[config.mk]
export PLATFORM = sky130hd
export DESIGN_NAME = flash_status_write_protect
export DESIGN_NICKNAME = d
export VERILOG_FILES = /design/src/logic/flash_status_write_protect.v /design/src/logic/protect_range.v
export VERILOG_INCLUDE_DIRS = /design/src /design/src/inc
export SDC_FILE = /design/constraint.sdc
export NUM_CORES = 1
export LEC_CHECK = 0
export ABC_AREA = 1
export BUFFER_PORTS_ARGS = -buffer_cell sky130_fd_sc_hd__buf_2
export CAP_MARGIN = 20
export CORE_ASPECT_RATIO = 1.2
export CORE_UTILIZATION = 52
export DETAILED_ROUTE_END_ITERATION = 8
export PLACE_DENSITY = 0.89
export SYNTH_ARGS = -nofsm -noshare
export SYNTH_HDL_FRONTEND = slang
export SYNTH_SLANG_ARGS = --single-unit
[constraint.sdc]
create_clock -name core_clk -period 3.21 [get_ports core_clk]
set_input_delay 0.1605 -clock core_clk [delete_from_list [all_inputs] [get_ports core_clk]]
set_output_delay 0.1605 -clock core_clk [all_outputs]
set_load 0.01 [all_outputs]
[src/inc/flash_protect_map.vh]
`ifndef FLASH_PROTECT_MAP_VH
`define FLASH_PROTECT_MAP_VH

// ==========================================================
// Instruction codes
`define OP_WRITE_ENABLE     8'h06
`define OP_WRITE_DISABLE    8'h04
`define OP_WRITE_STATUS     8'h01
`define OP_PAGE_PROGRAM     8'h02
`define OP_QUAD_PROGRAM     8'h32
`define OP_SECTOR_ERASE     8'h20
`define OP_HALF_BLOCK_ERASE 8'h52
`define OP_BLOCK_ERASE      8'hD8
`define OP_CHIP_ERASE_A     8'hC7
`define OP_CHIP_ERASE_B     8'h60
`define OP_SUSPEND          8'h75
`define OP_RESUME           8'h7A
`define OP_SEC_ERASE        8'h44
`define OP_SEC_PROGRAM      8'h42

// ==========================================================
// Status low byte field positions
`define ST_BUSY_BIT         0
`define ST_WEL_BIT          1
`define ST_RANGE_LSB        2
`define ST_RANGE_MSB        4
`define ST_TB_BIT           5
`define ST_SEC_BIT          6
`define ST_GUARD_LO_BIT     7

// ==========================================================
// Status high byte field positions (bit index within the byte)
`define ST_GUARD_HI_BIT     0
`define ST_QE_BIT           1
`define ST_LOCK_LSB         3
`define ST_LOCK_MSB         5
`define ST_CMP_BIT          6
`define ST_PAUSED_BIT       7

// ==========================================================
// Factory values
`define RST_RANGE           3'h0
`define RST_GUARD           2'h0
`define RST_LOCKS           3'h0
`define RST_BIT             1'b0

// ==========================================================
// Array geometry in 4KB units
`define UNITS_ALL           9'h100
`define UNITS_HALF_BLOCK    9'h008
`define UNITS_BLOCK         9'h010

// ==========================================================
// Guard modes
`define GUARD_SOFTWARE      2'h0
`define GUARD_HARDWARE      2'h1
`define GUARD_LOCKDOWN      2'h2
`define GUARD_PERMANENT     2'h3

`endif

[src/logic/flash_status_write_protect.v]
`include "flash_protect_map.vh"

// Overview of operation
// - Write Enable sets the write-enable latch, status bit S1.
// - Latch clears at power-up, Write Disable and every accepted write-type instruction.
// - Three range code bits S4..S2, changed only by status write; zero protects nothing, or the whole array when complement S14 is set.
// - Top/bottom bit anchors range at top when 0, bottom when 1.
// - Granularity bit selects 64KB blocks or 4KB sectors with 4/8/16/32KB ranges.
// - Code 000 none; block codes 64KB..512KB; 101 block and 11x whole array.
// - Complement bit S14 inverts protected and unprotected regions.
// - Program or erase touching any protected part is ignored.
// - Guard bits S8 and S7 choose the status register protection mode.
// - Guard 00: pin ignored, status writable whenever latch is set.
// - Guard 01: writes refused while protect pin low unless quad enable S9 is set, else need latch.
// - Guard 10: writes refused until power cycle, which returns guard to 00.
// - Guard 11: status register locked until reset, which returns guard to 00.
// - Suspend 75h sets paused flag S15; resume 7Ah or power cycle clears it.
// - Lock bits S13..S11 can be set but never cleared by a write, reset clears them; a set bit makes its security register read-only.
// - Quad enable S9 turns protect and pause pins into quad data lines.
// - Write-type instructions act only when select rises on a byte boundary.
// - Busy flag S0 reads 1 while program, erase or register write runs.
module flash_status_write_protect (
	input  wire        core_clk,
	input  wire        reset_n,
	input  wire        instr_valid,
	input  wire [7:0]  instr_code,
	input  wire [23:0] instr_addr,
	input  wire [15:0] instr_data,
	input  wire        instr_byte_aligned,
	input  wire        op_done,
	input  wire        write_protect_n,
	output wire [7:0]  status_low_byte,
	output wire [7:0]  status_high_byte,
	output reg         instr_accept,
	output reg         instr_reject,
	output wire        quad_enable,
	output wire [2:0]  security_read_only,
	output wire        pause_pin_enable
);

	// ==========================================================
	// Status state
	reg       write_enable_latch_q;
	reg       busy_q;
	reg       paused_op_flag_q;
	reg [2:0] range_code_q;
	reg       top_bottom_select_q;
	reg       small_unit_select_q;
	reg       complement_select_q;
	reg       sr_guard_upper_q;
	reg       sr_guard_lower_q;
	reg [2:0] security_lock_q;
	reg       quad_enable_q;

	// ==========================================================
	// Protect pin synchroniser; second and third stage must agree
	reg wp_s1_q;
	reg wp_s2_q;
	reg wp_s3_q;
	reg wp_level_q;

	always @(posedge core_clk or negedge reset_n) begin
		if (!reset_n) begin
			wp_s1_q    <= 1'b1;
			wp_s2_q    <= 1'b1;
			wp_s3_q    <= 1'b1;
			wp_level_q <= 1'b1;
		end else begin
			wp_s1_q <= write_protect_n;
			wp_s2_q <= wp_s1_q;
			wp_s3_q <= wp_s2_q;
			if (wp_s2_q == wp_s3_q)
				wp_level_q <= wp_s3_q;
		end
	end

	// ==========================================================
	// Instruction classification
	function is_array_write;
		input [7:0] code;
		begin
			case (code)
				`OP_PAGE_PROGRAM, `OP_QUAD_PROGRAM, `OP_SECTOR_ERASE, `OP_HALF_BLOCK_ERASE,
				`OP_BLOCK_ERASE, `OP_CHIP_ERASE_A, `OP_CHIP_ERASE_B:
					is_array_write = 1'b1;
				default:
					is_array_write = 1'b0;
			endcase
		end
	endfunction

	function is_sec_write;
		input [7:0] code;
		begin
			is_sec_write = (code == `OP_SEC_ERASE) || (code == `OP_SEC_PROGRAM);
		end
	endfunction

	// ==========================================================
	// Addressed region in 4KB units
	reg [8:0] region_lo_d;
	reg [8:0] region_hi_d;

	always @* begin
		region_lo_d = {1'b0, instr_addr[19:12]};
		region_hi_d = {1'b0, instr_addr[19:12]};
		case (instr_code)
			`OP_HALF_BLOCK_ERASE: begin
				region_lo_d = {1'b0, instr_addr[19:15], 3'h0};
				region_hi_d = region_lo_d + `UNITS_HALF_BLOCK - 9'h001;
			end
			`OP_BLOCK_ERASE: begin
				region_lo_d = {1'b0, instr_addr[19:16], 4'h0};
				region_hi_d = region_lo_d + `UNITS_BLOCK - 9'h001;
			end
			`OP_CHIP_ERASE_A, `OP_CHIP_ERASE_B: begin
				region_lo_d = 9'h000;
				region_hi_d = `UNITS_ALL - 9'h001;
			end
			default: begin
				region_lo_d = {1'b0, instr_addr[19:12]};
				region_hi_d = {1'b0, instr_addr[19:12]};
			end
		endcase
	end

	wire region_protected;

	protect_range u_range (
		.small_unit_select (small_unit_select_q),
		.top_bottom_select (top_bottom_select_q),
		.complement_select (complement_select_q),
		.range_code        (range_code_q),
		.region_lo         (region_lo_d),
		.region_hi         (region_hi_d),
		.region_protected  (region_protected)
	);

	// ==========================================================
	// Acceptance conditions
	wire [1:0] guard_w = {sr_guard_upper_q, sr_guard_lower_q};
	reg        sr_writable_d;

	always @* begin
		case (guard_w)
			`GUARD_SOFTWARE:  sr_writable_d = 1'b1;
			// Quad mode takes the pin away from its protect function
			`GUARD_HARDWARE:  sr_writable_d = wp_level_q | quad_enable_q;
			`GUARD_LOCKDOWN:  sr_writable_d = 1'b0;
			`GUARD_PERMANENT: sr_writable_d = 1'b0;
			default:          sr_writable_d = 1'b0;
		endcase
	end

	// Security register index is taken from address bits 13:12, values 1 to 3
	wire [1:0] sec_index_w = instr_addr[13:12];
	wire       sec_valid_w = (sec_index_w != 2'h0);
	wire       sec_locked_w = sec_valid_w && security_lock_q[sec_index_w - 2'h1];

	// Write-type work needs the latch, an idle device and a byte boundary
	wire write_ok_w = write_enable_latch_q && !busy_q && instr_byte_aligned;

	wire wsr_go_w   = instr_valid && (instr_code == `OP_WRITE_STATUS) && write_ok_w && sr_writable_d;
	wire array_go_w = instr_valid && is_array_write(instr_code) && write_ok_w && !region_protected;
	wire sec_go_w   = instr_valid && is_sec_write(instr_code) && write_ok_w && sec_valid_w && !sec_locked_w;
	wire wren_go_w  = instr_valid && (instr_code == `OP_WRITE_ENABLE) && !busy_q;
	wire wrdi_go_w  = instr_valid && (instr_code == `OP_WRITE_DISABLE) && !busy_q;
	wire susp_go_w  = instr_valid && (instr_code == `OP_SUSPEND) && busy_q && !paused_op_flag_q;
	wire resm_go_w  = instr_valid && (instr_code == `OP_RESUME) && paused_op_flag_q && !busy_q;

	wire any_go_w   = wsr_go_w | array_go_w | sec_go_w | wren_go_w | wrdi_go_w | susp_go_w | resm_go_w;

	// ==========================================================
	// Status write data split into its fields
	wire [2:0] wr_range_w    = instr_data[`ST_RANGE_MSB:`ST_RANGE_LSB];
	wire       wr_tb_w       = instr_data[`ST_TB_BIT];
	wire       wr_sec_w      = instr_data[`ST_SEC_BIT];
	wire       wr_guard_lo_w = instr_data[`ST_GUARD_LO_BIT];
	wire       wr_guard_hi_w = instr_data[8 + `ST_GUARD_HI_BIT];
	wire       wr_qe_w       = instr_data[8 + `ST_QE_BIT];
	wire       wr_cmp_w      = instr_data[8 + `ST_CMP_BIT];
	wire [2:0] wr_lock_w     = instr_data[8 + `ST_LOCK_MSB:8 + `ST_LOCK_LSB];

	// ==========================================================
	// One-time lock cells: a write can only set them
	wire [2:0] lock_set_w;
	genvar     lock_i;

	generate
		for (lock_i = 0; lock_i < 3; lock_i = lock_i + 1) begin : g_lock_set
			assign lock_set_w[lock_i] = wsr_go_w & wr_lock_w[lock_i];
		end
	endgenerate

	// ==========================================================
	// Next values of the flags and the writable fields
	reg       write_enable_latch_d;
	reg       busy_d;
	reg       paused_op_flag_d;
	reg [2:0] range_code_d;
	reg       top_bottom_select_d;
	reg       small_unit_select_d;
	reg       complement_select_d;
	reg       sr_guard_upper_d;
	reg       sr_guard_lower_d;
	reg       quad_enable_d;
	reg [2:0] security_lock_d;

	always @* begin
		write_enable_latch_d = write_enable_latch_q;
		busy_d               = busy_q;
		paused_op_flag_d     = paused_op_flag_q;
		range_code_d         = range_code_q;
		top_bottom_select_d  = top_bottom_select_q;
		small_unit_select_d  = small_unit_select_q;
		complement_select_d  = complement_select_q;
		sr_guard_upper_d     = sr_guard_upper_q;
		sr_guard_lower_d     = sr_guard_lower_q;
		quad_enable_d        = quad_enable_q;
		// Lock bits only ever accumulate ones
		security_lock_d      = security_lock_q | lock_set_w;

		if (wren_go_w)
			write_enable_latch_d = 1'b1;
		else if (wrdi_go_w | wsr_go_w | array_go_w | sec_go_w)
			write_enable_latch_d = 1'b0;

		// Suspend parks the running operation so the array reads idle
		if (wsr_go_w | array_go_w | sec_go_w | resm_go_w)
			busy_d = 1'b1;
		else if (op_done | susp_go_w)
			busy_d = 1'b0;

		if (susp_go_w)
			paused_op_flag_d = 1'b1;
		else if (resm_go_w)
			paused_op_flag_d = 1'b0;

		if (wsr_go_w) begin
			range_code_d        = wr_range_w;
			top_bottom_select_d = wr_tb_w;
			small_unit_select_d = wr_sec_w;
			sr_guard_lower_d    = wr_guard_lo_w;
			sr_guard_upper_d    = wr_guard_hi_w;
			quad_enable_d       = wr_qe_w;
			complement_select_d = wr_cmp_w;
		end
	end

	// ==========================================================
	// Flag and field registers; reset stands in for the power cycle
	always @(posedge core_clk or negedge reset_n) begin
		if (!reset_n) begin
			write_enable_latch_q <= `RST_BIT;
			busy_q               <= `RST_BIT;
			paused_op_flag_q     <= `RST_BIT;
			range_code_q         <= `RST_RANGE;
			top_bottom_select_q  <= `RST_BIT;
			small_unit_select_q  <= `RST_BIT;
			complement_select_q  <= `RST_BIT;
			sr_guard_upper_q     <= `RST_BIT;
			sr_guard_lower_q     <= `RST_BIT;
			quad_enable_q        <= `RST_BIT;
			security_lock_q      <= `RST_LOCKS;
		end else begin
			write_enable_latch_q <= write_enable_latch_d;
			busy_q               <= busy_d;
			paused_op_flag_q     <= paused_op_flag_d;
			range_code_q         <= range_code_d;
			top_bottom_select_q  <= top_bottom_select_d;
			small_unit_select_q  <= small_unit_select_d;
			complement_select_q  <= complement_select_d;
			sr_guard_upper_q     <= sr_guard_upper_d;
			sr_guard_lower_q     <= sr_guard_lower_d;
			quad_enable_q        <= quad_enable_d;
			security_lock_q      <= security_lock_d;
		end
	end

	// ==========================================================
	// Answer pulses
	wire accept_d = any_go_w;
	wire reject_d = instr_valid && !any_go_w;

	always @(posedge core_clk or negedge reset_n) begin
		if (!reset_n) begin
			instr_accept <= 1'b0;
			instr_reject <= 1'b0;
		end else begin
			instr_accept <= accept_d;
			instr_reject <= reject_d;
		end
	end

	// ==========================================================
	// Read-back; read-only flags never take write data
	assign status_low_byte = {sr_guard_lower_q, small_unit_select_q, top_bottom_select_q,
	                          range_code_q, write_enable_latch_q, busy_q};
	assign status_high_byte = {paused_op_flag_q, complement_select_q, security_lock_q,
	                           1'b0, quad_enable_q, sr_guard_upper_q};

	assign quad_enable        = quad_enable_q;
	assign pause_pin_enable   = !quad_enable_q;
	assign security_read_only = security_lock_q;

endmodule // flash_status_write_protect

[src/logic/protect_range.v]
`include "flash_protect_map.vh"

module protect_range (
	input  wire       small_unit_select,
	input  wire       top_bottom_select,
	input  wire       complement_select,
	input  wire [2:0] range_code,
	input  wire [8:0] region_lo,
	input  wire [8:0] region_hi,
	output wire       region_protected
);

	// ==========================================================
	// Length of the selected range in 4KB units
	function [8:0] range_units;
		input       sec;
		input [2:0] code;
		begin
			if (code == 3'h0)
				range_units = 9'h000;
			else if (sec) begin
				case (code)
					3'h1:    range_units = 9'h001;
					3'h2:    range_units = 9'h002;
					3'h3:    range_units = 9'h004;
					3'h4,
					3'h5:    range_units = 9'h008;
					default: range_units = `UNITS_ALL;
				endcase
			end else begin
				case (code)
					3'h1:    range_units = 9'h010;
					3'h2:    range_units = 9'h020;
					3'h3:    range_units = 9'h040;
					3'h4:    range_units = 9'h080;
					default: range_units = `UNITS_ALL;
				endcase
			end
		end
	endfunction

	wire [8:0] len_w     = range_units(small_unit_select, range_code);
	wire [8:0] sel_lo_w  = top_bottom_select ? 9'h000 : (`UNITS_ALL - len_w);
	wire [8:0] sel_hi_w  = top_bottom_select ? (len_w - 9'h001) : (`UNITS_ALL - 9'h001);
	wire       empty_w   = (len_w == 9'h000);
	wire       overlap_w = !empty_w && (region_lo <= sel_hi_w) && (region_hi >= sel_lo_w);
	wire       inside_w  = !empty_w && (region_lo >= sel_lo_w) && (region_hi <= sel_hi_w);

	// Complement: anything outside the selected range is protected
	assign region_protected = complement_select ? !inside_w : overlap_w;

endmodule // protect_range

==> flow_metrics.py, run 1 <==
metrics = {
    "setup_path": {
        "crit_path_start": "range_code_q[2]",
        "critPathKind": "reg2reg",
        "rrSetupSlack_ns": 0.27,
        "cp-end-kind": "flop",
        "r2r-end": "instr_reject",
        "reg2regPathDepth": 20,
        "crit_fanout": 7,
        "cp.arrival_ns": 3.14,
        "required_ns": 3.41,
        "critPathLaunchType": "flop",
        "r2r-start": "range_code_q[2]",
    },
    "min_path": {
        "min_path_type": "in2reg",
        "hold_path_depth": 3,
        "holdPathEnd": "sr_guard_lower_q",
        "min_from": "instr_data[7]",
    },
    "synthesis": {
        "ys_ff_latch": 21,
        "syn_area_per_cell_um2": 6.72,
        "synth_most_common_cell": "nand2_1",
        "async_flop_share": 1.00,
        "yosysWarnings": 0,
        "synthCells": 352,
        "synth_top_area_share": 0.180,
        "synth_area_leaders": "dfrtp_1 18%, ha_1 17%, nand2_1 13%",
        "syn_area_um2": 2370,
        "ys_top_cells_by_count": "81 x nand2_1, 45 x inv_1, 44 x nor2_1",
        "synth_top_flop_cell": "dfrtp_1",
        "synth_edf_count": 0,
        "synth_fp_nets": 439,
        "yosysUniqueCellTypes": 37,
        "ys_seq_area_frac": 0.224,
        "synth_top_area_cell": "dfrtp_1",
    },
    "cts": {
        "cts_tree": "yes",
        "cts.sinks": 21,
        "clockBufferDepth": 2,
        "cts-root-buf": "clkbuf_8",
        "cts-buffers-inserted": 3,
        "clock_latency_ns": 0.27,
        "cts.reportedPaths.clkPinSlew_ns": 0.08,
        "h-tree-depth": 1,
    },
    "timing": {
        "setup_viol": 0,
        "setup_ws_ns": 0.269,
        "layout_min_cycle_time_ns": 2.94,
        "maxSlewViolCount": 0,
        "holdWs_ns": 0.0896,
        "timing.fmax_mhz": 340,
        "grt_setup_unrepaired": "no",
        "period_share": 0.916,
        "skew_ns": 0.00670,
        "timing.final.hold_violations": 0,
        "tns_ns": 0,
    },
    "power_and_ir_drop": {
        "powerDensity_nw_per_um2": 261,
        "vdd_drop_max_mv": 0.346,
        "power.leakage_uw": 0.00155,
    },
    "placed_design": {
        "io_buffers": 55,
        "dp_slack_ns": 0.165,
        "hpwl_um": 4630,
        "routabilityCongestion": 0.911,
    },
    "finish": {
        "nNetsFinal": 488,
        "final_layout_size_suffix_gt1_frac": 0.238,
        "num_antenna_cells": 0,
        "area_growth_pct": 14.2,
        "final_util": 0.624,
    },
    "floorplan": {
        "die_h_um": 75.9,
        "die-width_um": 63.6,
        "fp-row-count": 26,
        "start_util": 0.547,
        "dieArea_um2": 4820,
        "ios": 77,
        "core_um2": 4330,
    },
    "global_route": {
        "grtUsageTotal": 0.248,
        "grt_pass1_wl_um": 9540,
        "antenna_found_initial": 0,
        "grt_pass1_vias": 2346,
        "grt_remaining_overflow": 0,
        "grt_max_degree": 22,
    },
    "detailed_routing": {
        "vias": 2402,
        "drt_iter0_markers": 99,
        "vias_per_cell": 5.27,
        "postRouteAntennaNets": 0,
        "wl_per_cell_um": 12.1,
        "post-route-drc-count": 0,
        "dr.pass1.iters": 4,
        "routed_wl_um": 5530,
    },
    "status": {
        "status": "finished, final reports clean",
    },
    "run": {
        "maxCapViolations": 0,
    },
}
==> layer usage <==
metal,global-route usage,part of all wire,vias to the layer above
li1,-,-,1224
met1,0.269,0.41,1089
met2,0.487,0.51,73
met3,0.0284,0.046,16
met4,0.114,0.029,0
met5,0,0,-
==> power by group <==
group          switching, uW  total (uW)  internal, uW
Combinational            141         237          96.5
Sequential              13.9         294           280
Clock                   87.4         174          86.7
==> cell type report <==
type | instances | area (um2)
fill | 407 | 1630
tap | 56 | 70.1
clock buffer | 3 | 41.3
inverter | 51 | 191
clock inverter | 1 | 5.00
timing repair buffer | 61 | 325
sequential | 21 | 534
multi-input combinational | 263 | 1530
==> repair_timing <==
action | in CTS | in global routing
gates resized for setup | 0 | 5
hold buffers | 2 | 0
endpoints found under the hold margin | 18 | 0
setup endpoints to repair | 0 | 4
buffers inserted | 0 | 3
==> how the worst max path moves through the flow <==
stage                                 to  slack [ns]  depth (start not counted)
floorplan           write_enable_latch_q        0.38                         19
global placement    write_enable_latch_q        0.26                         19
detailed placement  write_enable_latch_q        0.16                         19
CTS                 write_enable_latch_q        0.14                         20
global route                instr_reject        0.02                         21
finish                      instr_reject        0.27                         20
==> per-stage QoR <==
step                      instances  total power (uW)  area [um2]
after floorplan                 352               462        2370
after global placement          447               516        2600
after detailed placement        447               527        2600
after CTS                       453               701        2660
after global routing            456               755        2700
final                           456               705        2700
==> critical path: stages, from the launching register on <==
cell	delay (ns)
dfrtp_2	0.47
nor3_4	0.19
nand2_1	0.09
ha_1	0.20
inv_1	0.08
xor2_1	0.08
or2_2	0.32
ha_1	0.32
a21oi_1	0.16
o211ai_1	0.11
nand3_1	0.08
nand2_1	0.06
nand3_1	0.07
nand2_1	0.05
a21oi_1	0.14
nor3_1	0.06
nand2_1	0.06
nand2_1	0.05
nand2_2	0.11
nand3_2	0.09
nor2_2	0.09
==> logic make-up after synthesis <==
group | after synthesis | share of synthesized area
AOI/OAI and AO/OA | 39 | 0.0994
adders and majority gates | 34 | 0.179
xor gates and xnor gates | 3 | 0.0111
and+or+nand+nor | 186 | 0.353
buffers and inverters | 68 | 0.132
DFF | 21 | 0.224
other | 1 | 0.00158
==> layout by cell type, fill, tap and decap left out, types with 10 or more instances in the layout <==
cell     count
nor2_1      44
inv_1       45
buf_2       55
o21ai_0     10
a21oi_1     15
nand2_1     81
dfrtp_1     14
ha_1        33
nand3_1     21
Power figures use the tool's default switching activity.
==> run 2: changes to the inputs <==
- PLACE_DENSITY: 0.89 -> 0.84
==> run 2 against run 1 <==
Net effect: setup slack lost 0.0088 ns; fmax shrank 0.30%; clock-buffer cell count is the same; register-to-register slack is essentially flat; clock power grew 2%; global-route usage shrank 1.1 points; non-clock buffer count grew 2; sequential cell count is the same; sequential share of layout area shrank 0.44 points; critical endpoint is now write_enable_latch_q.
==> flow_metrics.py, run 2 (same netlist as run 1, synthesis figures left out) <==
metrics = {
    "min_path": {
        "min_path_type": "in2reg",
        "min_from": "instr_data[14]",
    },
    "timing": {
        "slew_headroom": 0.629,
        "setup_viol": 0,
        "timing.final.hold_violations": 0,
        "layout_min_cycle_time_ns": 2.95,
        "setup_ws_ns": 0.260,
        "period_share": 0.919,
        "tightestPinTransition_ns": 0.551,
        "timing.fmax_mhz": 339,
        "maxSlewViolCount": 0,
        "tns_ns": 0,
        "skew_ns": 0.00447,
    },
    "power_and_ir_drop": {
        "vdd_drop_max_mv": 0.287,
        "powerDensity_nw_per_um2": 260,
        "power.leakage_uw": 0.00157,
    },
    "setup_path": {
        "cp_common_cell": "nand2_1",
        "cp-end-kind": "flop",
        "slowest_delay_ns": 0.46,
        "crit_fanout": 6,
        "path_depth": 20,
        "critPathLaunchType": "flop",
        "rrSetupSlack_ns": 0.26,
        "path_delay_family": "simple AND/OR/NAND/NOR gates",
        "r2r-end": "write_enable_latch_q",
        "path_buf_inv": 1,
        "r2r-start": "range_code_q[2]",
        "slowest_stage": "dfrtp_2",
        "reg2regPathDepth": 20,
        "crit_path_start": "range_code_q[2]",
        "path_cells": "nor3_4, nand2_1, ha_1, inv_1, xor2_1, or2_4, ha_4, nand2_1, o211ai_1, nand3_1, nand2_1, nand3_1, nand2_1, a21oi_1, nor3_1, nand2_1, nand2_1, nand2_2, nand3_1, nand2_1",
        "cp.arrival_ns": 3.10,
        "critPathKind": "reg2reg",
        "required_ns": 3.36,
        "endpoint": "write_enable_latch_q",
    },
    "global_route": {
        "antenna_found_initial": 0,
        "grt_max_degree": 22,
        "grtUsageTotal": 0.238,
        "grt_remaining_overflow": 0,
        "grt_pass1_vias": 2296,
        "grt_pass1_wl_um": 9100,
    },
    "detailed_routing": {
        "drt_iter0_markers": 74,
        "routed_wl_um": 5640,
        "dr.pass1.iters": 6,
        "wl_per_cell_um": 12.3,
        "vias": 2400,
        "post-route-drc-count": 0,
        "routed-wl-met3_um": 172,
        "met2_length_um": 3040,
        "wl_met1_um": 2320,
        "highest_layer": "met4",
        "vias_per_cell": 5.24,
        "postRouteAntennaNets": 0,
    },
    "placed_design": {
        "io_buffers": 55,
        "dp_slack_ns": 0.168,
        "routabilityCongestion": 0.904,
        "hpwl_um": 4590,
        "placed_area_um2": 2610,
    },
    "finish": {
        "design_area_um2": 2760,
        "nNetsFinal": 490,
        "num_antenna_cells": 0,
        "area_growth_pct": 16.5,
        "layout_commonest_cell": "nand2_1",
        "final_cell_mix": "81 x nand2_1, 55 x buf_2, 45 x inv_1",
        "final_layout_size_suffix_gt1_frac": 0.249,
        "final_util": 0.637,
    },
    "floorplan": {
        "dieArea_um2": 4820,
        "fp-row-count": 26,
        "start_util": 0.547,
        "ios": 77,
        "die_h_um": 75.9,
        "core_um2": 4330,
        "die-width_um": 63.6,
    },
    "run": {
        "maxCapViolations": 0,
    },
    "cts": {
        "cts_tree": "yes",
        "cts-buffers-inserted": 3,
        "clock_latency_ns": 0.26,
        "cts.sinks": 21,
        "cts-root-buf": "clkbuf_8",
        "h-tree-depth": 1,
        "clockBufferDepth": 2,
        "cts.reportedPaths.clkPinSlew_ns": 0.08,
    },
    "status": {
        "status": "finished, final reports clean",
    },
}
==> run 2: layout make-up <==
cell class                      instances  area [um2]
Fill cell                             399        1570
Multi-Input combinational cell        263        1570
Clock inverter                          1        7.51
Inverter                               51         191
Clock buffer                            3        41.3
Sequential cell                        21         533
Tap cell                               56        70.1
Timing Repair Buffer                   63         340
==> run 2: repair_timing <==
action                                  in CTS  in global routing
endpoints found under the hold margin       18                  0
gates resized for setup                      0                  9
hold buffers                                 2                  0
setup buffers                                0                  4
endpoints found under the setup margin       0                  4
==> run 2: stage by stage <==
step / hold slack (ns) / total power (uW) / std cells
after floorplan: -0.135 / 462 / 352
after detailed placement: 0.135 / 527 / 448
after global placement: 0.128 / 519 / 448
after global routing: 0.105 / 761 / 458
final: 0.0838 / 716 / 458
after CTS: 0.0842 / 706 / 454
==> run 2: worst min-delay path, delay by kind of cell <==
family | cells | cell delay (ns)
and+or+nand+nor | 2 | 0.08
buffers and inverters | 1 | 0.08
==> run 2: routing by layer <==
layer	GRT usage	up-vias
met3	0.0135	12
li1	-	1237
met4	0.0808	0
met5	0	-
met2	0.491	67
met1	0.256	1084
==> run 2: worst min path at each step <==
| stage | depth (start not counted) | to | slack (ns) |
|---|---|---|---|
| 2_1_floorplan | 0 | busy_q | -0.14 |
| 3_3_place_gp | 1 | sr_guard_lower_q | 0.13 |
| 3_5_place_dp | 1 | quad_enable | 0.13 |
| 4_1_cts | 3 | complement_select_q | 0.08 |
| 5_1_grt | 3 | range_code_q[1] | 0.11 |
| 6_report | 3 | complement_select_q | 0.08 |
==> run 2: where the power goes <==
group | leakage (uW) | total, uW | internal (uW) | switching, uW
logic | 0.00131 | 245 | 100 | 145
clock network | 0.0000217 | 178 | 87.8 | 90.0
registers | 0.000238 | 294 | 280 | 13.6
